$ cat src/pkg/dcsa_pkg.sv
package dcsa_pkg;
  // Byte positions of each field in the input assembly, little-endian
  localparam int unsigned OFF_FIXED = 4;
  localparam int unsigned OFF_ALARM = 6;
  localparam int unsigned OFF_FB_POS = 8;
  localparam int unsigned OFF_SPEED = 12;
  localparam int unsigned OFF_CMD_POS = 16;
  localparam int unsigned OFF_TORQUE = 20;
  localparam int unsigned OFF_CST = 22;
  localparam int unsigned OFF_INFO = 24;
  localparam int unsigned OFF_RD_ID = 30;
  localparam int unsigned OFF_RW_STAT = 32;
  localparam int unsigned OFF_WR_ID = 34;
  localparam int unsigned OFF_RD_DATA = 36;
  localparam int unsigned OFF_MON0 = 40;
  localparam int unsigned MON_STRIDE = 4;
  localparam int unsigned IMG_BYTES = 56;
  localparam int unsigned NUM_MON = 4;

  // Fixed status word bit positions
  localparam int unsigned FS_SEQ = 0;
  localparam int unsigned FS_MOVE = 1;
  localparam int unsigned FS_IN_POS = 2;
  localparam int unsigned FS_START = 3;
  localparam int unsigned FS_HOME = 4;
  localparam int unsigned FS_READY = 5;
  localparam int unsigned FS_DRDY = 6;
  localparam int unsigned FS_ALARM = 7;
  localparam int unsigned FS_TRIG = 8;
  localparam int unsigned FS_TRIG_KIND = 9;
  localparam int unsigned FS_SET_ERR = 10;
  localparam int unsigned FS_EXEC_ERR = 11;
  localparam int unsigned FS_BUF_OCC = 12;
  localparam int unsigned FS_STOP = 13;
  localparam int unsigned FS_STO_MON = 14;
  localparam int unsigned FS_TLC = 15;

  // Read/write status bit positions
  localparam int unsigned RW_RD_ERR = 7;
  localparam int unsigned RW_WR_END = 8;
  localparam int unsigned RW_BUSY = 9;
  localparam int unsigned RW_RANGE = 11;
  localparam int unsigned RW_IF = 12;
  localparam int unsigned RW_NVM = 13;
  localparam int unsigned RW_EXEC = 14;
  localparam int unsigned RW_WR_ERR = 15;

  // Write failure cause vector: range, interface, nvm, command
  localparam int unsigned CAUSE_W = 4;
  localparam int unsigned SET_ERR_W = 7;
  localparam logic [15:0] RESET_WORD = 16'h0000;

  typedef enum logic [1:0] {WR_IDLE, WR_WAIT, WR_DONE} dcsa_wr_state_t;
endpackage

$ cat src/dcsa_top.sv
`timescale 1ns/10ps
// Contract
// - Fixed bit 0 high while a stored-data sequence runs.
// - Fixed bit 1 while motor moves; bit 2 when positioning completes.
// - Fixed bit 4 when homing of either kind or preset is done.
// - Fixed bit 5 ready to operate; bit 6 ready for direct start.
// - Fixed bit 7 reports alarm, active when an alarm is present.
// - Fixed bits 3, 8, 9, 13 echo start, trigger, trigger kind, stop.
// - Fixed bit 10 set when any direct-operation setting is invalid.
// - Fixed bit 11 set when a direct operation cannot execute.
// - Fixed bit 12 high while the direct buffer is being written.
// - Fixed bit 14 from either torque-off input off until re-excited.
// - Fixed bit 15 while torque sits at its upper limit.
// - Report active alarm code, 16 bits, and info code, 32 bits.
// - Report feedback and command position, wrapped when wrap enabled.
// - Report feedback speed in hertz, 32 bits.
// - Report torque and constant-current figure, 0.1 percent per count.
// - Echo read and write ids; return value for echoed read id.
// - Status bit 7 set on failed read, cleared by a good read.
// - Bit 8 high on write done, held while request stays high.
// - Bit 15 on write failure, cleared when the request drops after done.
// - Bits 11 to 14 flag range, interface, memory, command failures.
// - Bit 9 while internally busy; bits 0 to 6 and 10 zero.
// - Four monitor words, each the parameter its address selects.
// - Whole assembly at fixed byte positions, little-endian.
module dcsa_top
  import dcsa_pkg::*;
#(
  parameter int unsigned ID_W = 16,
  parameter int unsigned DATA_W = 32
) (
  // Clock and reset
  input wire logic ref_clk,
  input wire logic resetn,
  // Drive state flags
  input wire logic sequence_running,
  input wire logic motor_moving,
  input wire logic positioning_done,
  input wire logic homing_done,
  input wire logic preset_done,
  input wire logic drive_ready,
  input wire logic direct_op_ready,
  input wire logic alarm_active,
  input wire logic [SET_ERR_W-1:0] direct_set_fault,
  input wire logic direct_exec_fault,
  input wire logic direct_buffer_occupied,
  input wire logic torque_limit_reached,
  input wire logic motor_excited,
  input wire logic internal_busy,
  // Safe torque off pins, high means on
  input wire logic safe_torque_off_in_a,
  input wire logic safe_torque_off_in_b,
  // Drive measurements
  input wire logic [15:0] alarm_code,
  input wire logic [31:0] info_code,
  input wire logic wrap_enable,
  input wire logic [31:0] fb_pos_linear,
  input wire logic [31:0] fb_pos_wrapped,
  input wire logic [31:0] cmd_pos_linear,
  input wire logic [31:0] cmd_pos_wrapped,
  input wire logic [31:0] fb_speed_hz,
  input wire logic [15:0] torque_level,
  input wire logic [15:0] constant_current_mode_level,
  // Scanner commands from the cyclic output side
  input wire logic cmd_start,
  input wire logic cmd_trigger,
  input wire logic cmd_trigger_kind,
  input wire logic cmd_stop,
  input wire logic [ID_W-1:0] read_id,
  input wire logic write_req,
  input wire logic [ID_W-1:0] write_id,
  input wire logic [DATA_W-1:0] write_data,
  // Parameter store read port
  output logic [ID_W-1:0] prm_rd_id_r,
  input wire logic prm_rd_ok,
  input wire logic prm_rd_fail,
  input wire logic [DATA_W-1:0] prm_rd_value,
  // Parameter store write port
  output logic prm_wr_strobe_r,
  output logic [ID_W-1:0] prm_wr_id_r,
  output logic [DATA_W-1:0] prm_wr_data_r,
  input wire logic prm_wr_done,
  input wire logic [CAUSE_W-1:0] prm_wr_cause,
  // Monitor lookup
  input wire logic [NUM_MON*ID_W-1:0] mon_addr_cfg,
  output logic [NUM_MON*ID_W-1:0] mon_lookup_id_r,
  input wire logic [NUM_MON*DATA_W-1:0] mon_lookup_value,
  // Assembly byte read port
  input wire logic [5:0] byte_addr,
  output logic [7:0] byte_data_r
);

  logic sto_a_meta_r;
  logic sto_a_r;
  logic sto_b_meta_r;
  logic sto_b_r;
  logic torque_off_r;
  logic [15:0] fixed_r;
  logic [15:0] alarm_r;
  logic [31:0] info_r;
  logic [31:0] fb_pos_r;
  logic [31:0] cmd_pos_r;
  logic [31:0] speed_r;
  logic [15:0] torque_r;
  logic [15:0] cst_r;
  logic [ID_W-1:0] rd_id_echo_r;
  logic [DATA_W-1:0] rd_value_r;
  logic rd_err_r;
  logic [ID_W-1:0] wr_id_echo_r;
  logic wr_end_r;
  logic wr_err_r;
  logic [CAUSE_W-1:0] wr_cause_r;
  logic busy_r;
  logic [NUM_MON*DATA_W-1:0] mon_r;
  logic [15:0] rw_status;
  logic [IMG_BYTES*8-1:0] img;
  dcsa_wr_state_t wr_state_r;
  dcsa_wr_state_t wr_state_nxt;

  // Torque-off pins are asynchronous to the drive clock
  always_ff @(posedge ref_clk) begin
    if (!resetn) begin
      sto_a_meta_r <= 1'b1;
      sto_a_r <= 1'b1;
      sto_b_meta_r <= 1'b1;
      sto_b_r <= 1'b1;
    end else begin
      sto_a_meta_r <= safe_torque_off_in_a;
      sto_a_r <= sto_a_meta_r;
      sto_b_meta_r <= safe_torque_off_in_b;
      sto_b_r <= sto_b_meta_r;
    end
  end

  // Set wins: a pin still off keeps the monitor up even if excited
  always_ff @(posedge ref_clk) begin
    if (!resetn) begin
      torque_off_r <= 1'b0;
    end else if (!sto_a_r || !sto_b_r) begin
      torque_off_r <= 1'b1;
    end else if (motor_excited) begin
      torque_off_r <= 1'b0;
    end
  end

  always_ff @(posedge ref_clk) begin
    if (!resetn) begin
      fixed_r <= RESET_WORD;
    end else begin
      fixed_r[FS_SEQ] <= sequence_running;
      fixed_r[FS_MOVE] <= motor_moving;
      fixed_r[FS_IN_POS] <= positioning_done;
      fixed_r[FS_START] <= cmd_start;
      fixed_r[FS_HOME] <= homing_done | preset_done;
      fixed_r[FS_READY] <= drive_ready;
      fixed_r[FS_DRDY] <= direct_op_ready;
      fixed_r[FS_ALARM] <= alarm_active;
      fixed_r[FS_TRIG] <= cmd_trigger;
      fixed_r[FS_TRIG_KIND] <= cmd_trigger_kind;
      fixed_r[FS_SET_ERR] <= |direct_set_fault;
      fixed_r[FS_EXEC_ERR] <= direct_exec_fault;
      fixed_r[FS_BUF_OCC] <= direct_buffer_occupied;
      fixed_r[FS_STOP] <= cmd_stop;
      fixed_r[FS_STO_MON] <= torque_off_r;
      fixed_r[FS_TLC] <= torque_limit_reached;
    end
  end

  always_ff @(posedge ref_clk) begin
    if (!resetn) begin
      alarm_r <= '0;
      info_r <= '0;
      fb_pos_r <= '0;
      cmd_pos_r <= '0;
      speed_r <= '0;
      torque_r <= '0;
      cst_r <= '0;
      busy_r <= 1'b0;
    end else begin
      alarm_r <= alarm_code;
      info_r <= info_code;
      fb_pos_r <= wrap_enable ? fb_pos_wrapped : fb_pos_linear;
      cmd_pos_r <= wrap_enable ? cmd_pos_wrapped : cmd_pos_linear;
      speed_r <= fb_speed_hz;
      torque_r <= torque_level;
      cst_r <= constant_current_mode_level;
      busy_r <= internal_busy;
    end
  end

  // Echo id moves with the value so the scanner never sees a mismatch
  always_ff @(posedge ref_clk) begin
    if (!resetn) begin
      prm_rd_id_r <= '0;
      rd_id_echo_r <= '0;
      rd_value_r <= '0;
    end else begin
      prm_rd_id_r <= read_id;
      if (prm_rd_ok) begin
        rd_id_echo_r <= prm_rd_id_r;
        rd_value_r <= prm_rd_value;
      end
    end
  end

  // Fail wins over a simultaneous good answer
  always_ff @(posedge ref_clk) begin
    if (!resetn) begin
      rd_err_r <= 1'b0;
    end else if (prm_rd_fail) begin
      rd_err_r <= 1'b1;
    end else if (prm_rd_ok) begin
      rd_err_r <= 1'b0;
    end
  end

  always_comb begin
    wr_state_nxt = wr_state_r;
    case (wr_state_r)
      WR_IDLE: begin
        if (write_req) begin
          wr_state_nxt = WR_WAIT;
        end
      end
      WR_WAIT: begin
        if (prm_wr_done) begin
          wr_state_nxt = WR_DONE;
        end
      end
      WR_DONE: begin
        if (!write_req) begin
          wr_state_nxt = WR_IDLE;
        end
      end
      default: wr_state_nxt = WR_IDLE;
    endcase
  end

  always_ff @(posedge ref_clk) begin
    if (!resetn) begin
      wr_state_r <= WR_IDLE;
    end else begin
      wr_state_r <= wr_state_nxt;
    end
  end

  // One store write per request edge; a held request never rewrites
  always_ff @(posedge ref_clk) begin
    if (!resetn) begin
      prm_wr_strobe_r <= 1'b0;
      prm_wr_id_r <= '0;
      prm_wr_data_r <= '0;
      wr_id_echo_r <= '0;
    end else begin
      prm_wr_strobe_r <= (wr_state_r == WR_IDLE) && write_req;
      wr_id_echo_r <= write_id;
      if ((wr_state_r == WR_IDLE) && write_req) begin
        prm_wr_id_r <= write_id;
        prm_wr_data_r <= write_data;
      end
    end
  end

  always_ff @(posedge ref_clk) begin
    if (!resetn) begin
      wr_end_r <= 1'b0;
      wr_err_r <= 1'b0;
      wr_cause_r <= '0;
    end else if ((wr_state_r == WR_WAIT) && prm_wr_done) begin
      wr_end_r <= 1'b1;
      wr_err_r <= |prm_wr_cause;
      wr_cause_r <= prm_wr_cause;
    end else if ((wr_state_r == WR_DONE) && !write_req) begin
      wr_end_r <= 1'b0;
      wr_err_r <= 1'b0;
      wr_cause_r <= '0;
    end
  end

  // Lookup address and value both registered, two-cycle refresh
  genvar gm;
  generate
    for (gm = 0; gm < NUM_MON; gm++) begin : g_mon
      always_ff @(posedge ref_clk) begin
        if (!resetn) begin
          mon_lookup_id_r[gm*ID_W +: ID_W] <= '0;
          mon_r[gm*DATA_W +: DATA_W] <= '0;
        end else begin
          mon_lookup_id_r[gm*ID_W +: ID_W] <= mon_addr_cfg[gm*ID_W +: ID_W];
          mon_r[gm*DATA_W +: DATA_W] <=
            mon_lookup_value[gm*DATA_W +: DATA_W];
        end
      end
    end
  endgenerate

  always_comb begin
    rw_status = '0;
    rw_status[RW_RD_ERR] = rd_err_r;
    rw_status[RW_WR_END] = wr_end_r;
    rw_status[RW_BUSY] = busy_r;
    rw_status[RW_EXEC:RW_RANGE] = wr_cause_r;
    rw_status[RW_WR_ERR] = wr_err_r;
  end

  // Byte n of the image is bits n*8 up, which gives little-endian
  always_comb begin
    img = '0;
    img[OFF_FIXED*8 +: 16] = fixed_r;
    img[OFF_ALARM*8 +: 16] = alarm_r;
    img[OFF_FB_POS*8 +: 32] = fb_pos_r;
    img[OFF_SPEED*8 +: 32] = speed_r;
    img[OFF_CMD_POS*8 +: 32] = cmd_pos_r;
    img[OFF_TORQUE*8 +: 16] = torque_r;
    img[OFF_CST*8 +: 16] = cst_r;
    img[OFF_INFO*8 +: 32] = info_r;
    img[OFF_RD_ID*8 +: 16] = rd_id_echo_r[15:0];
    img[OFF_RW_STAT*8 +: 16] = rw_status;
    img[OFF_WR_ID*8 +: 16] = wr_id_echo_r[15:0];
    img[OFF_RD_DATA*8 +: 32] = rd_value_r[31:0];
    for (int m = 0; m < NUM_MON; m++) begin
      img[(OFF_MON0 + m*MON_STRIDE)*8 +: 32] = mon_r[m*DATA_W +: 32];
    end
  end

  always_ff @(posedge ref_clk) begin
    if (!resetn) begin
      byte_data_r <= 8'h00;
    end else if (byte_addr < IMG_BYTES) begin
      byte_data_r <= img[byte_addr*8 +: 8];
    end else begin
      byte_data_r <= 8'h00;
    end
  end
endmodule

$ cat config.mk
export PLATFORM = sky130hd
export DESIGN_NAME = dcsa_top
export DESIGN_NICKNAME = d
export VERILOG_FILES = /design/src/pkg/dcsa_pkg.sv /design/src/dcsa_top.sv
export SDC_FILE = /design/constraint.sdc
export NUM_CORES = 1
export LEC_CHECK = 0
export BUFFER_PORTS_ARGS = -buffer_cell sky130_fd_sc_hd__buf_2
export CORE_AREA = 2 2 278 280
export CTS_CLUSTER_DIAMETER = 120
export DETAILED_ROUTE_END_ITERATION = 12
export DIE_AREA = 0 0 280 282
export PLACE_DENSITY = 0.56
export SLEW_MARGIN = 40
export SYNTH_ARGS = -nofsm -noshare
export SYNTH_HDL_FRONTEND = slang
export SYNTH_SLANG_ARGS = --single-unit
$ cat constraint.sdc
create_clock -name ref_clk -period 2.3 [get_ports ref_clk]
set_input_delay 0.23 -clock ref_clk [delete_from_list [all_inputs] [get_ports ref_clk]]
set_output_delay 0.23 -clock ref_clk [all_outputs]
set_load 0.02 [all_outputs]
==> results_dict.tcl <==
set metrics [dict create \
    path_class "flip-flop to flip-flop" \
    placementRows 101 \
    start_util 0.255 \
    drtPass1Iterations 5 \
    cts_hold_buffers 552 \
    synth_edf_count 0 \
    dieArea_mm2 0.0790 \
    synth_nets 2300 \
    synth_cells 1729 \
    crit_path_start "img[400]" \
    setup-violations-final 0 \
    grt_pass1_vias 18400 \
    worstPathMaxFanout 1 \
    timing.slew.headroom 0.574 \
    drt_iter0_drc 807 \
    track_usage 0.193 \
    cts_tree "yes" \
    vias 17200 \
    fin_worst_skew_ns 0.0163 \
    htree_levels 2 \
    max_freq_mhz 512 \
    required_ns 2.78 \
    cpPeakStageDelay_ns 0.46 \
    drive_gt1_frac 0.311 \
    insertion_delay_ns 0.62 \
    hp-class "input pin to flip-flop" \
    fill_cells 7070 \
    pwr_density_cell_mw_per_mm2 738 \
    wl_per_cell_um 19.7 \
    ff_latch_area_mm2 0.0107 \
    ys_ff_latch 536 \
    die_h_um 282 \
    cts_root_buf "clkbuf_16" \
    cap_viol_max_count 0 \
    place_congestion 0.810 \
    grt_pass1_wl_mm 114 \
    fin_nets 3564 \
    arrival_ns 2.43 \
    ios 708 \
    syn_area_mm2 0.0193 \
    ys.flop_type "dfxtp_1" \
    synth.distinct_cells 56 \
    async_reset_ff_frac 0 \
    clk_path_buf_depth 3 \
    synth_top_area_cell "dfxtp_1" \
    cts_resized 0 \
    drc 0 \
    min-delay-start "cmd_pos_linear[14]" \
    ys.warnings.count 0 \
    coreArea_mm2 0.0757 \
    post-cts-setup-buffers 0 \
    wl_mm 79.2 \
    power_mw 23.4 \
    yosysSeqAreaShare 0.556 \
    via_per_inst 4.28 \
    cts_buffers 60 \
    crit_chain "mux4_2, mux2i_1, buf_4, nor2_1, nor4_1, buf_4, nor4_1" \
    die_w_um 280 \
    antenna_found_initial 13 \
    status "finished, final reports clean" \
    r2r-start "img[400]" \
    min_period_ns 1.95 \
    port_buffers 707 \
    vdd_drop_max_mv 0.521 \
    leakagePower_nw 14.4 \
    final.period_utilization 0.849 \
    critical_path.slowest_cell "mux4_2" \
    hpwlAfterDp_mm 57.4 \
    fin_area_mm2 0.0317 \
    ant_nets 0 \
    area_growth_syn_to_layout_pct 64.5 \
    rsz0062_at_grt "no" \
    yosysTopAreaCellShare 0.556 \
    synth_area_per_cell_um2 11.2 \
    hold_viol 0 \
    multi_input_area_mm2 0.00788 \
    gr-total-overflow 0 \
    grt_max_degree 241 \
    maxSlewViolCount 0 \
    placed_area_mm2 0.0241 \
    clock_sinks 536 \
    synthTopCellsByArea "dfxtp_1 (56%), and2_1 (11%), mux2i_1 (9.0%)" \
    tightest_slew_ns 0.639 \
    end_kind "flip-flop" \
    startpoint_type "flip-flop" \
    path_clk_slew_ns 0.06 \
]
cell usage after synthesis, drive strengths merged, types with 2 or more instances:
cell type / number
nor2: 137
a311oi: 3
a211oi: 2
and2: 352
mux2i: 173
nand3: 9
o211ai: 6
clkinv: 2
mux4: 67
a221o: 4
nand2b: 10
nor4: 8
inv: 6
a22oi: 10
o221ai: 3
dfxtp: 536
clkbuf: 81
a2111oi: 2
nor2b: 10
mux2: 13
and3: 2
nand4: 2
buf: 41
a31oi: 8
and4: 2
o21ai: 13
o22ai: 3
nand2: 124
o21a: 2
a21oi: 67
nor3: 6
o31ai: 3
a221oi: 6
o32ai: 3
o2bb2ai: 2
path summary, 6_finish.rpt:
path	cells past startpoint	slack, ns	end
worst max register to register	7	0.35	byte_data_r[0]
worst min-delay path	3	0.04	cmd_pos_r[14]
worst min register to register	1	0.41	sto_b_r
worst max-delay path	7	0.35	byte_data_r[0]
placed cells by master, fill, tap and decap left out, drive strengths merged, types with 3 or more instances in the layout:
cell type,netlist,routed
inv,6,6
diode,0,5
dlygate4sd3,0,552
nand2,124,124
o211ai,6,6
nor4,8,8
a31oi,8,8
a21oi,67,67
clkbuf,81,86
nor2,137,137
nor3,6,6
a22oi,10,10
o221ai,3,3
clkinv,2,12
dfxtp,536,536
mux4,67,67
a221o,4,4
bufinv,0,7
and2,352,352
a311oi,3,3
mux2i,173,173
o31ai,3,3
clkinvlp,0,5
o21ai,13,13
o32ai,3,3
mux2,13,13
nor2b,10,10
nand2b,10,10
o22ai,3,3
a221oi,6,6
buf,41,771
nand3,9,9
flip-flops by register name, summed over array words and instances (netlist names), 2 cells and up:
signal           cells
prm_rd_id_r         16
prm_wr_data_r       32
rd_value_r          32
prm_wr_id_r         16
cmd_pos_r           32
mon_lookup_id_r     64
torque_r            16
fb_pos_r            32
info_r              32
alarm_r             16
rd_id_echo_r        16
fixed_r             16
wr_id_echo_r        16
byte_data_r          8
img                128
wr_cause_r           4
cst_r               16
wr_state_r           2
speed_r             32
layer usage:
layer / vias to the layer above / wire [um] / global-route usage
met2: 537 / 37700 / 0.320
met5: - / 94 / 0
li1: 8373 / - / -
met4: 14 / 2300 / 0.0620
met3: 140 / 3870 / 0.0362
met1: 8129 / 35200 / 0.253
stage by stage:
step	hold slack, ns	utilization	setup slack (ns)	setup TNS [ns]	std cells
after floorplan	0.331	-	0.571	0	1729
after global placement	0.390	0.318	-0.0180	-0.0180	3356
after detailed placement	0.396	0.318	-0.0201	-0.0201	3356
after CTS	0.00441	0.419	0.369	0	4015
after global routing	0.0355	0.419	0.339	0	4019
final	0.0407	0.419	0.347	0	4021
cells by family after synthesis:
logic type	synth area share
buffers and inverters	0.0351
AND/OR/NAND/NOR	0.182
multiplexers	0.178
AO/OA/AOI/OAI	0.0481
flip-flops	0.556
power by group:
group / switching, mW / internal [mW] / total [mW]
clock network: 3.96 / 6.08 / 10.0
logic: 1.50 / 1.82 / 3.32
registers: 0.238 / 9.82 / 10.1
total: 5.69 / 17.7 / 23.4
worst max-delay path, delay by kind of cell, from the launching register on:
kind                   cells  cell delay, ns
buffers and inverters      2            0.35
DFF                        1            0.33
and+or+nand+nor            3            0.39
muxes                      2            0.75
cell type report:
cell class	count	area share
sequential	536	0.338
timing repair buffer	1324	0.308
multi-input combinational	1063	0.248
clock buffer	85	0.0554
tap	978	0.0386
clock inverter	22	0.0101
inverter	8	0.00110
antenna	5	0.000394
(Power assumes the default switching activity.)
